`src/hw/fiss_pkg.sv`:
```
// Shared constants for the filtered input SPI serializer.
package fiss_pkg;

  // ==========================================================================
  // Frame layout
  // ==========================================================================
  localparam int unsigned FRAME_LONG        = 16;
  localparam int unsigned FRAME_SHORT       = 8;
  localparam int unsigned NUM_INPUTS        = 8;
  localparam int unsigned NUM_PARITY        = 4;
  localparam int unsigned POS_UV_ALARM      = 7;
  localparam int unsigned POS_OT_ALARM      = 6;
  localparam int unsigned POS_PARITY_LO     = 2;
  localparam int unsigned POS_STOP_LOW      = 1;
  localparam int unsigned POS_STOP_HIGH     = 0;
  localparam int unsigned POS_INPUT_LO      = 8;

  // Default parity groupings: each mask selects a subset of frame bits 15..6 for one parity bit.
  localparam logic [15:0] PARITY_MASK_1     = 16'hF0C0;
  localparam logic [15:0] PARITY_MASK_2     = 16'hCC80;
  localparam logic [15:0] PARITY_MASK_3     = 16'hAA40;
  localparam logic [15:0] PARITY_MASK_4     = 16'h0FC0;

  // ==========================================================================
  // Filter clock
  // ==========================================================================
  localparam int unsigned DIV_RATIO_LOW     = 8;
  localparam int unsigned DIV_RATIO_HIGH    = 64;
  localparam int unsigned DIV_WIDTH         = 6;

  // ==========================================================================
  // Host SPI timing (200 MHz system clock)
  // ==========================================================================
  localparam int unsigned CLK_PERIOD_PS     = 5000;
  localparam int unsigned SCK_HALF_NS       = 250;
  localparam int unsigned SCK_HALF_CYC      = (SCK_HALF_NS * 1000) / CLK_PERIOD_PS;
  localparam int unsigned HALF_WIDTH        = 8;

  // ==========================================================================
  // Host control, status and data registers (Wishbone)
  // ==========================================================================
  localparam logic [3:0]  ADDR_CTRL         = 4'h0;
  localparam logic [3:0]  ADDR_STATUS       = 4'h4;
  localparam logic [3:0]  ADDR_DATA         = 4'h8;
  localparam int unsigned CTRL_START_BIT    = 0;
  localparam int unsigned CTRL_LONG_BIT     = 1;
  localparam int unsigned STAT_BUSY_BIT     = 0;
  localparam int unsigned STAT_POWER_BIT    = 1;
  localparam int unsigned STAT_PARITY_BIT   = 2;

  typedef enum logic [1:0] {
    FISS_IDLE  = 2'b00,
    FISS_LEAD  = 2'b01,
    FISS_HIGH  = 2'b10,
    FISS_LOW   = 2'b11
  } fiss_state_e;

endpackage

```
`src/hw/fiss_if.sv`:
```
// SPI link between the serializer and its bus master.
`timescale 1ns/1ps
interface fiss_if;
  logic cs_n;        // Chip select, active low, driven by master.
  logic sck;         // Serial clock, idles low.
  logic mosi;        // Master data out.
  logic miso_o;      // Device data out value.
  logic miso_oe;     // Device drives data out.
  logic miso_n_o;    // Complementary data out value.
  logic miso_n_oe;   // Device drives complementary output.

  modport device (
    input  cs_n, sck, mosi,
    output miso_o, miso_oe, miso_n_o, miso_n_oe
  );
  modport master (
    output cs_n, sck, mosi,
    input  miso_o, miso_oe, miso_n_o, miso_n_oe
  );
endinterface

```
`src/hw/fiss_device.sv`:
```
// Device end: input filters, frame builder and SPI slave shift register.
//
// The placing of the registers and the Wishbone interface to the registers were chosen for this implementation.
`timescale 1ns/1ps
module fiss_device #(
  parameter logic [15:0] PMASK1 = fiss_pkg::PARITY_MASK_1,
  parameter logic [15:0] PMASK2 = fiss_pkg::PARITY_MASK_2,
  parameter logic [15:0] PMASK3 = fiss_pkg::PARITY_MASK_3,
  parameter logic [15:0] PMASK4 = fiss_pkg::PARITY_MASK_4
) (
  input  wire logic       clk_i,                 // System clock.
  input  wire logic       rst_i,                 // Synchronous reset.
  input  wire logic       osc_tick_i,            // One pulse per oscillator period.
  input  wire logic [7:0] field_in_i,            // Comparator outputs, input 8 at bit 7.
  input  wire logic       frame_length_select_i, // High selects 16-bit frame.
  input  wire logic       filter_divider_select_i, // High selects ratio 64.
  input  wire logic       uv_below_on_i,         // Sensor supply below activation level.
  input  wire logic       uv_above_off_i,        // Sensor supply above release level.
  input  wire logic       ot_above_on_i,         // Junction above activation temperature.
  input  wire logic       ot_below_off_i,        // Junction below release temperature.
  input  wire logic       supply_low_i,          // Sensor supply below power-loss limit.
  input  wire logic       vdd_low_i,             // Internal supply below its limit.
  output logic      [7:0] mosi_data_o,           // Last word received from MOSI.
  fiss_if.device          spi                    // SPI link.
);
  // ==========================================================================
  // Filter clock and two-stage filter.
  // ==========================================================================
  logic [fiss_pkg::DIV_WIDTH-1:0] div_reg, div_next;
  logic                           fclk_tick;
  localparam int unsigned PAR_TOP = fiss_pkg::POS_PARITY_LO + fiss_pkg::NUM_PARITY - 1;
  logic [7:0] st1_reg, st1_next, st2_reg, st2_next, state_reg, state_next;
  logic       uv_n_reg, uv_n_next, ot_n_reg, ot_n_next, por_n_reg, por_n_next;

  always_comb begin
    div_next  = div_reg;
    fclk_tick = 1'b0;
    if (osc_tick_i) begin
      if ((filter_divider_select_i && div_reg == 6'(fiss_pkg::DIV_RATIO_HIGH - 1)) ||
          (!filter_divider_select_i && div_reg >= 6'(fiss_pkg::DIV_RATIO_LOW - 1))) begin
        div_next  = '0;
        fclk_tick = 1'b1;
      end else begin
        div_next = div_reg + 6'd1;
      end
    end
  end

  // Two filter stages must agree before the state register follows.
  always_comb begin
    st1_next   = st1_reg;
    st2_next   = st2_reg;
    state_next = state_reg;
    if (fclk_tick) begin
      st1_next = field_in_i;
      st2_next = st1_reg;
      for (int i = 0; i < fiss_pkg::NUM_INPUTS; i++) begin
        if (st1_reg[i] == st2_reg[i]) begin
          state_next[i] = st2_reg[i];
        end
      end
    end
  end

  // Hysteretic alarms, and power-loss reset.
  always_comb begin
    uv_n_next = uv_n_reg;
    ot_n_next = ot_n_reg;
    if (uv_below_on_i) begin
      uv_n_next = 1'b0;
    end else if (uv_above_off_i) begin
      uv_n_next = 1'b1;
    end
    if (ot_above_on_i) begin
      ot_n_next = 1'b0;
    end else if (ot_below_off_i) begin
      ot_n_next = 1'b1;
    end
    por_n_next = !(supply_low_i || vdd_low_i);
  end

  always_ff @(posedge clk_i) begin
    if (rst_i) begin
      div_reg   <= '0;
      st1_reg   <= '0;
      st2_reg   <= '0;
      state_reg <= '0;
      uv_n_reg  <= 1'b1;
      ot_n_reg  <= 1'b1;
      por_n_reg <= 1'b0;
    end else begin
      div_reg   <= div_next;
      st1_reg   <= st1_next;
      st2_reg   <= st2_next;
      state_reg <= state_next;
      uv_n_reg  <= uv_n_next;
      ot_n_reg  <= ot_n_next;
      por_n_reg <= por_n_next;
    end
  end

  // ==========================================================================
  // Frame build.
  // ==========================================================================
  logic [15:0] frame;
  logic [15:0] body;
  logic [15:0] pmask [fiss_pkg::NUM_PARITY];
  assign pmask[0] = PMASK1;
  assign pmask[1] = PMASK2;
  assign pmask[2] = PMASK3;
  assign pmask[3] = PMASK4;
  assign body = {state_reg, uv_n_reg, ot_n_reg, 6'h00};

  always_comb begin
    frame = body;
    frame[fiss_pkg::POS_STOP_LOW]  = 1'b0;
    frame[fiss_pkg::POS_STOP_HIGH] = 1'b1;
    for (int p = 0; p < fiss_pkg::NUM_PARITY; p++) begin
      frame[PAR_TOP - p] = ~^(body & pmask[p]);
    end
  end

  // ==========================================================================
  // SPI slave. Link pins are sampled as synchronous to clk_i.
  // ==========================================================================
  logic [15:0] shift_reg, shift_next;
  logic [7:0]  rx_reg, rx_next, mosi_data_reg, mosi_data_next;
  logic        cs_d_reg, sck_d_reg, mosi_bit_reg, mosi_bit_next;
  logic        long_reg, long_next;

  always_comb begin
    shift_next     = shift_reg;
    rx_next        = rx_reg;
    mosi_bit_next  = mosi_bit_reg;
    mosi_data_next = mosi_data_reg;
    long_next      = long_reg;
    if (!spi.cs_n && cs_d_reg) begin
      long_next  = frame_length_select_i;
      shift_next = frame_length_select_i ? frame : {state_reg, 8'h00};
    end else if (!spi.cs_n) begin
      if (spi.sck && !sck_d_reg) begin
        mosi_bit_next = spi.mosi;
      end else if (!spi.sck && sck_d_reg) begin
        shift_next = {shift_reg[14:0], 1'b0};
        rx_next    = {rx_reg[6:0], mosi_bit_reg};
      end
    end else if (!cs_d_reg) begin
      mosi_data_next = rx_reg;
    end
  end

  always_ff @(posedge clk_i) begin
    if (rst_i) begin
      shift_reg     <= '0;
      rx_reg        <= '0;
      mosi_bit_reg  <= 1'b0;
      mosi_data_reg <= '0;
      long_reg      <= 1'b0;
      cs_d_reg      <= 1'b1;
      sck_d_reg     <= 1'b0;
    end else begin
      shift_reg     <= shift_next;
      rx_reg        <= rx_next;
      mosi_bit_reg  <= mosi_bit_next;
      mosi_data_reg <= mosi_data_next;
      long_reg      <= long_next;
      cs_d_reg      <= spi.cs_n;
      sck_d_reg     <= spi.sck;
    end
  end

  // The first bit is taken straight from the frame while the load is in flight.
  logic bit_out;
  always_comb begin
    if (cs_d_reg) begin
      bit_out = frame_length_select_i ? frame[15] : state_reg[7];
    end else begin
      bit_out = shift_reg[15];
    end
    if (!por_n_reg) begin
      bit_out = 1'b0;
    end
  end

  assign spi.miso_o    = bit_out;
  assign spi.miso_n_o  = ~bit_out;
  assign spi.miso_oe   = !spi.cs_n;
  assign spi.miso_n_oe = !spi.cs_n;
  assign mosi_data_o   = mosi_data_reg;
endmodule

```
`src/flat_wrapper.sv`:
```
// flat-port wrapper written by rule: the top's interface ports become plain ports
module fiss_device_flat 
#(
  parameter logic [15:0] PMASK1 = fiss_pkg::PARITY_MASK_1,
  parameter logic [15:0] PMASK2 = fiss_pkg::PARITY_MASK_2,
  parameter logic [15:0] PMASK3 = fiss_pkg::PARITY_MASK_3,
  parameter logic [15:0] PMASK4 = fiss_pkg::PARITY_MASK_4
)
  (clk_i, rst_i, osc_tick_i, field_in_i, frame_length_select_i, filter_divider_select_i, uv_below_on_i, uv_above_off_i, ot_above_on_i, ot_below_off_i, supply_low_i, vdd_low_i, mosi_data_o, spi_cs_n, spi_sck, spi_mosi, spi_miso_o, spi_miso_oe, spi_miso_n_o, spi_miso_n_oe);
  fiss_if spi_i ();
  input  wire logic clk_i;
  input  wire logic rst_i;
  input  wire logic osc_tick_i;
  input  wire logic [7:0] field_in_i;
  input  wire logic frame_length_select_i;
  input  wire logic filter_divider_select_i;
  input  wire logic uv_below_on_i;
  input  wire logic uv_above_off_i;
  input  wire logic ot_above_on_i;
  input  wire logic ot_below_off_i;
  input  wire logic supply_low_i;
  input  wire logic vdd_low_i;
  output logic      [7:0] mosi_data_o;
  input wire logic [$bits(spi_i.cs_n)-1:0] spi_cs_n;
  input wire logic [$bits(spi_i.sck)-1:0] spi_sck;
  input wire logic [$bits(spi_i.mosi)-1:0] spi_mosi;
  output wire logic [$bits(spi_i.miso_o)-1:0] spi_miso_o;
  output wire logic [$bits(spi_i.miso_oe)-1:0] spi_miso_oe;
  output wire logic [$bits(spi_i.miso_n_o)-1:0] spi_miso_n_o;
  output wire logic [$bits(spi_i.miso_n_oe)-1:0] spi_miso_n_oe;
  assign spi_i.cs_n = spi_cs_n;
  assign spi_i.sck = spi_sck;
  assign spi_i.mosi = spi_mosi;
  assign spi_miso_o = spi_i.miso_o;
  assign spi_miso_oe = spi_i.miso_oe;
  assign spi_miso_n_o = spi_i.miso_n_o;
  assign spi_miso_n_oe = spi_i.miso_n_oe;
  fiss_device #(.PMASK1(PMASK1), .PMASK2(PMASK2), .PMASK3(PMASK3), .PMASK4(PMASK4)) u_core (.clk_i(clk_i), .rst_i(rst_i), .osc_tick_i(osc_tick_i), .field_in_i(field_in_i), .frame_length_select_i(frame_length_select_i), .filter_divider_select_i(filter_divider_select_i), .uv_below_on_i(uv_below_on_i), .uv_above_off_i(uv_above_off_i), .ot_above_on_i(ot_above_on_i), .ot_below_off_i(ot_below_off_i), .supply_low_i(supply_low_i), .vdd_low_i(vdd_low_i), .mosi_data_o(mosi_data_o), .spi(spi_i));
endmodule
```
`config.mk`:
```
export PLATFORM = sky130hd
export DESIGN_NAME = fiss_device_flat
export DESIGN_NICKNAME = d
export VERILOG_FILES = /design/src/hw/fiss_pkg.sv /design/src/hw/fiss_if.sv /design/src/hw/fiss_device.sv /design/src/flat_wrapper.sv
export SDC_FILE = /design/constraint.sdc
export NUM_CORES = 1
export LEC_CHECK = 0
export ABC_AREA = 1
export BUFFER_PORTS_ARGS = -buffer_cell sky130_fd_sc_hd__buf_4
export CAP_MARGIN = 10
export CORE_UTILIZATION = 36
export CTS_BUF_LIST = sky130_fd_sc_hd__clkbuf_4
export DETAILED_ROUTE_END_ITERATION = 7
export GPL_TIMING_DRIVEN = 0
export PLACE_DENSITY = 0.65
export SLEW_MARGIN = 20
export SYNTH_ARGS = -nofsm -noshare
export SYNTH_HDL_FRONTEND = slang
export SYNTH_SLANG_ARGS = --single-unit
export TNS_END_PERCENT = 20
```
`constraint.sdc`:
```
create_clock -name clk_i -period 1.5 [get_ports clk_i]
set_input_delay 0.075 -clock clk_i [delete_from_list [all_inputs] [get_ports clk_i]]
set_output_delay 0.075 -clock clk_i [all_outputs]
set_load 0.02 [all_outputs]
```
==> metrics.txt, run 1 <==
outcome=completed; largest net degree at the start of global routing=15; Residual DRC=0; Leak Pwr=1.55 nW; Synth async-reset ratio=0; TritonCTS clock tree=done; Max-Cap Viols=0; Power Total=3.54 mW; vias in the first global route=2771; number of flip-flops in the largest register=16; Seq/Total Area, Yosys=0.456; highest clock rate=0.710 GHz; CTS buffer count=9; Max-slew headroom=0.623; Die ar.=8650 sq um; post-route ant nets=0; pins over their slew limit=0; Setup-failing EPs final=0; placed inst area=3360 sq um; commonest cells after routing, fill and taps aside=nand2_1, dfxtp_1, nor2_1; fillers=790; Mapped Area=2980 sq um; DR vias=2933; Clock Path Buffers=2; diodes inserted=0; first-pass GRT wire length=12100 microns; layout cells sized above 1=0.147; Total GRT Usage=0.177; crit-path max FO=7; Mapped Cells=427; Layout Nets=514; clock-pin slew on the worst setup and hold paths=120 ps; sum of negative setup slack=0 ps; Ys Warns=0; fin util=0.474; FP Rows=32; post-route design area=3730 sq um; crit end category=output port; commonest non-fill, non-tap cell in the layout=nand2_1; most used flip-flop cell after synthesis=dfxtp_1; Final Skew=13.9 ps; CP Data Arrival Time=1330 ps; Sink Count=68; Detailed Place HPWL=4870 microns; initial antenna violation count=0; Post-synth EDFFs=0; clock root buffer=clkbuf_4; post-synth net total=450; CP max-delay cell=dfxtp_1; DR pass1 iterations=4; core area=7890 sq um; H-tree depth=3; CP startpoint kind=register; Port Buffer Count=33; Routed Wire Length=7040 microns; syn avg cell area=6.99 sq um; Tcrit/Tclk final=0.939; WL per Instance=11.8 microns; cells along the critical path=clkbuf_4 -> nor2_1 -> nor3_2 -> inv_1 -> buf_4; maximum VDD drop=0.000460 V; worst setup path category=reg -> out; Routability Congestion=0.758; Period minus WS final=1410 ps; die width=93.0 microns; power density over the cells=948 nW/um^2; worst endpoint required time=1420 ps; Slew @ Worst Pin=566 ps; final-report hold violation count=0; Overflow after GRT=0; DRT iter0 DRCs=124; Yosys cell types=28; slowest stage delay, CP=330 ps; initial cell density of the core=0.378; RSZ-0062 raised after global routing=yes; synthesized flop and latch total=68; Clock Latency Late Sink=430 ps; Die Span Y=93.0 microns; worst min path class=in -> reg; Area Overhead vs Synth=25.2%; Post CTS Setup Buffer Count=0; Ports=34; vias per inst=4.90
area by class of cell:
class | instances | area, sq um | share of cell area
Multi-Input combinational cell | 300 | 1380 | 0.370
Sequential cell | 68 | 1360 | 0.365
Timing Repair Buffer | 53 | 448 | 0.120
Inverter | 37 | 139 | 0.0372
Tap cell | 102 | 128 | 0.0342
Buffer | 22 | 124 | 0.0332
Clock inverter | 7 | 83.8 | 0.0224
Clock buffer | 9 | 67.6 | 0.0181
cell families after synthesis:
group / Yosys count / synth area share
flops: 68 / 0.456
buf+inv: 59 / 0.0826
fa+ha+maj: 1 / 0.00419
xor+xnor: 6 / 0.0176
compound gates: 89 / 0.154
simple gates: 204 / 0.286
cells in the mapped netlist, types with 4 or more instances:
library cell,instances,area share
dfxtp_1,68,0.46
o21ai_0,34,0.057
clkbuf_1,8,0.010
o21ai_1,11,0.018
nand3_1,35,0.059
nand2_1,101,0.13
a21oi_1,35,0.059
xor2_1,4,0.012
nor2_1,57,0.072
nor3_1,4,0.0067
buf_2,10,0.017
inv_2,4,0.0050
inv_1,33,0.042
a31oi_1,8,0.017
metal layers:
layer / vias to the layer above / global-route usage / part of all wire
met2: 69 / 0.287 / 0.47
met4: 0 / 0.0859 / 0.010
met5: - / 0 / 0
met1: 1341 / 0.220 / 0.47
li1: 1515 / - / -
met3: 8 / 0.0439 / 0.057
per-stage QoR:
step           worst slack, ps  cells  hold WS [ps]
6_report                  91.7    598           203
4_1_cts                   30.0    598           188
3_3_place_gp              75.4    562           240
5_1_grt                  -11.9    598           216
2_1_floorplan              185    427           144
3_5_place_dp              13.6    562           247
where the power goes:
group / leakage, nW / switching (mW) / total, mW / internal (mW)
combinational: 0.922 / 0.203 / 0.368 / 0.165
sequential: 0.553 / 0.0330 / 1.90 / 1.86
clock: 0.0790 / 0.741 / 1.28 / 0.535
timing repair:
action | CTS | global route
endpoints found under the hold margin | 26 | 0
gates cloned | 0 | 0
endpoints found under the setup margin | 2 | 25
gates resized for setup | 2 | 10
hold buffers | 20 | 0
worst paths after layout:
path | startpoint | to | slack (ps) | depth (start not counted)
worst min-delay path | filter_divider_select_i | u_core.st2_reg[0] | 200 | 7
worst max-delay path | u_core.state_reg[7] | spi_miso_n_o | 90 | 5
worst max register to register | u_core.div_reg[0] | u_core.st1_reg[3] | 120 | 9
worst min register to register | u_core.mosi_bit_reg | u_core.mosi_bit_reg | 460 | 2
critical path, delay by kind of cell (launching register included):
family	cells	cell delay [ps]
buffers and inverters	3	380
DFF	1	330
and+or+nand+nor	2	200
No activity file was read; power rests on OpenSTA's default activity.
==> run 2: changes to the inputs <==
BUFFER_PORTS_ARGS = -buffer_cell sky130_fd_sc_hd__clkbuf_2   (was -buffer_cell sky130_fd_sc_hd__buf_4)
SETUP_SLACK_MARGIN = 0.3   (was not set)
==> metrics.txt, run 2 (synthesis results as in run 1) <==
outcome=completed; highest clock rate=0.743 GHz (+4.7%); H-tree depth=3 (unchanged); maximum VDD drop=0.000730 V (+59%); core area=7890 sq um (unchanged); Slew @ Worst Pin=691 ps (+125 ps); WL per Instance=12.9 microns (+9.6%); sum of negative setup slack=0 ps (unchanged); Total GRT Usage=0.184 (+0.00663); met2 wire length=3760 microns (+14%); Setup-failing EPs final=0 (unchanged); Area Overhead vs Synth=35.9%; Overflow after GRT=0 (unchanged); clock root buffer=clkbuf_4; met1 wire length=3670 microns (+12%); crit-path leading delay family=flip-flops; Clock Latency Late Sink=420 ps (about the same); CP Depth=8 (+3); CP startpoint kind=register; Routability Congestion=0.880 (+16%); FP Rows=32 (unchanged); Final Skew=11.3 ps (-2.63 ps); DRT iter0 DRCs=142 (+15%); Hold Slack=69.9 ps (-133 ps); Tcrit/Tclk final=0.897 (-0.0421); DR vias=3019 (+2.9%); Max-Cap Viols=0 (unchanged); Max-slew headroom=0.539 (-0.0834); Leak Pwr=1.68 nW (+8.2%); CP Data Arrival Time=1700 ps (+370 ps); number of flip-flops in the largest register=16 (unchanged); Sink Count=68 (unchanged); Detailed Place HPWL=4940 microns (+1.4%); Period minus WS final=1350 ps (-63.2 ps); initial cell density of the core=0.378 (unchanged); Port Buffer Count=33 (unchanged); fillers=737 (-6.7%); layout cells sized above 1=0.245 (+0.0974); crit-path max FO=5 (-2); # placed instances=562 (unchanged); diodes inserted=0 (unchanged); Worst Min Path Start=spi_cs_n; die width=93.0 microns (unchanged); worst reg2reg endpoint=u_core.state_reg[5]; worst reg2reg setup slack=150 ps (+30 ps); most used cell, CP=nand2_4; commonest cells after routing, fill and taps aside=nand2_1, dfxtp_1, nor2_1; first-pass GRT wire length=12400 microns (+2.1%); Ports=34 (unchanged); clock-pin slew on the worst setup and hold paths=130 ps (about the same); Layout Nets=525 (+2.1%); start of the worst register-to-register path=u_core.div_reg[0]; vias in the first global route=2745 (-0.94%); worst min path class=in -> reg; Worst Reg2Reg Path Length in Cells=8 (-1); highest routed layer=met4; TritonCTS clock tree=done; vias per inst=4.96 (+1.1%); Die Span Y=93.0 microns (unchanged); CTS buffer count=9 (unchanged); crit end category=register; post-route design area=4050 sq um (+8.5%); Routed Wire Length=7860 microns (+12%); fin cells=609 (+1.8%); DR pass1 iterations=4 (unchanged); met3 WL=317 microns (-20%); initial antenna violation count=0 (unchanged); fin util=0.514 (+0.0405); cells along the critical path=ha_4 -> nand2_2 -> inv_2 -> nand2_4 -> nand2_4 -> clkbuf_16 -> nand3_1 -> a21oi_1; worst endpoint required time=1850 ps (+430 ps); pins over their slew limit=0 (unchanged); Power Total=3.70 mW (+4.5%); CP max-delay cell=dfxtp_2; Place WS=81.9 ps (+68.3 ps); crit path from=u_core.div_reg[0]; Residual DRC=0 (unchanged); Clock Path Buffers=2 (unchanged); power density over the cells=913 nW/um^2 (-3.7%); post-route ant nets=0 (unchanged); commonest non-fill, non-tap cell in the layout=nand2_1; Buf+Inv Stages, Crit Path=2 (-1); placed inst area=3290 sq um (-2.0%); Die ar.=8650 sq um (unchanged); setup ws final=155 ps (+63.2 ps); slowest stage delay, CP=380 ps (+50 ps); CP Capture Point=u_core.state_reg[5]; largest net degree at the start of global routing=14 (-1); final-report hold violation count=0 (unchanged); worst setup path category=reg -> reg; RSZ-0062 raised after global routing=yes
[run 2: cell types whose count changed in the layout (fill, tap and decap cells not counted), moves of 5 or more]
cell	change
a21oi_1	-9
buf_4	-31
a21oi_2	+8
clkbuf_2	+32
nand2_1	-12
nand3_2	+6
nand2_4	+5
nand2_2	+7
nand3_1	-7
[run 2: repair_timing]
item | in CTS | in global routing
endpoints found under the setup margin | 46 | 63
gates cloned | 2 | 3
endpoints found under the hold margin | 18 | 0
pin swaps | 4 | 12
resized for setup | 33 | 39
hold buffers | 20 | 0
setup buffers | 3 | 3
[run 2: final cells by class]
| class | instances | area (sq um) | share of cell area |
|---|---|---|---|
| Clock inverter | 7 | 98.8 | 0.0244 |
| Timing Repair Buffer | 63 | 512 | 0.126 |
| Tap cell | 102 | 128 | 0.0315 |
| Inverter | 37 | 146 | 0.0361 |
| Multi-Input combinational cell | 301 | 1580 | 0.390 |
| Sequential cell | 68 | 1370 | 0.338 |
| Buffer | 22 | 150 | 0.0370 |
| Clock buffer | 9 | 67.6 | 0.0167 |
[run 2: metal layers]
layer	global-route usage	vias up
li1	-	1536
met1	0.228	1406
met2	0.306	68
met3	0.0431	9
met4	0.0744	0
met5	0	-
[run 2: how the worst min path moves through the flow]
stage | depth (start not counted) | slack [ps] | end
after CTS | 4 | 40 | u_core.shift_reg[15]
after floorplan | 1 | 140 | u_core.st1_reg[7]
after global placement | 2 | 240 | u_core.por_n_reg
final | 4 | 70 | u_core.shift_reg[15]
after detailed placement | 2 | 240 | u_core.por_n_reg
after global routing | 4 | 70 | u_core.shift_reg[9]
[run 2: tightest hold or removal path, stage by stage]
cell and delay (ps):
clkbuf_2 190, nor2_8 60, nand2_1 50, a31oi_1 70
[run 2: power by group]
part / internal, mW / switching, mW / leakage [nW]
clock network: 0.686 / 0.736 / 0.0869
registers: 1.86 / 0.0356 / 0.555
logic: 0.157 / 0.221 / 1.04
total: 2.71 / 0.992 / 1.68
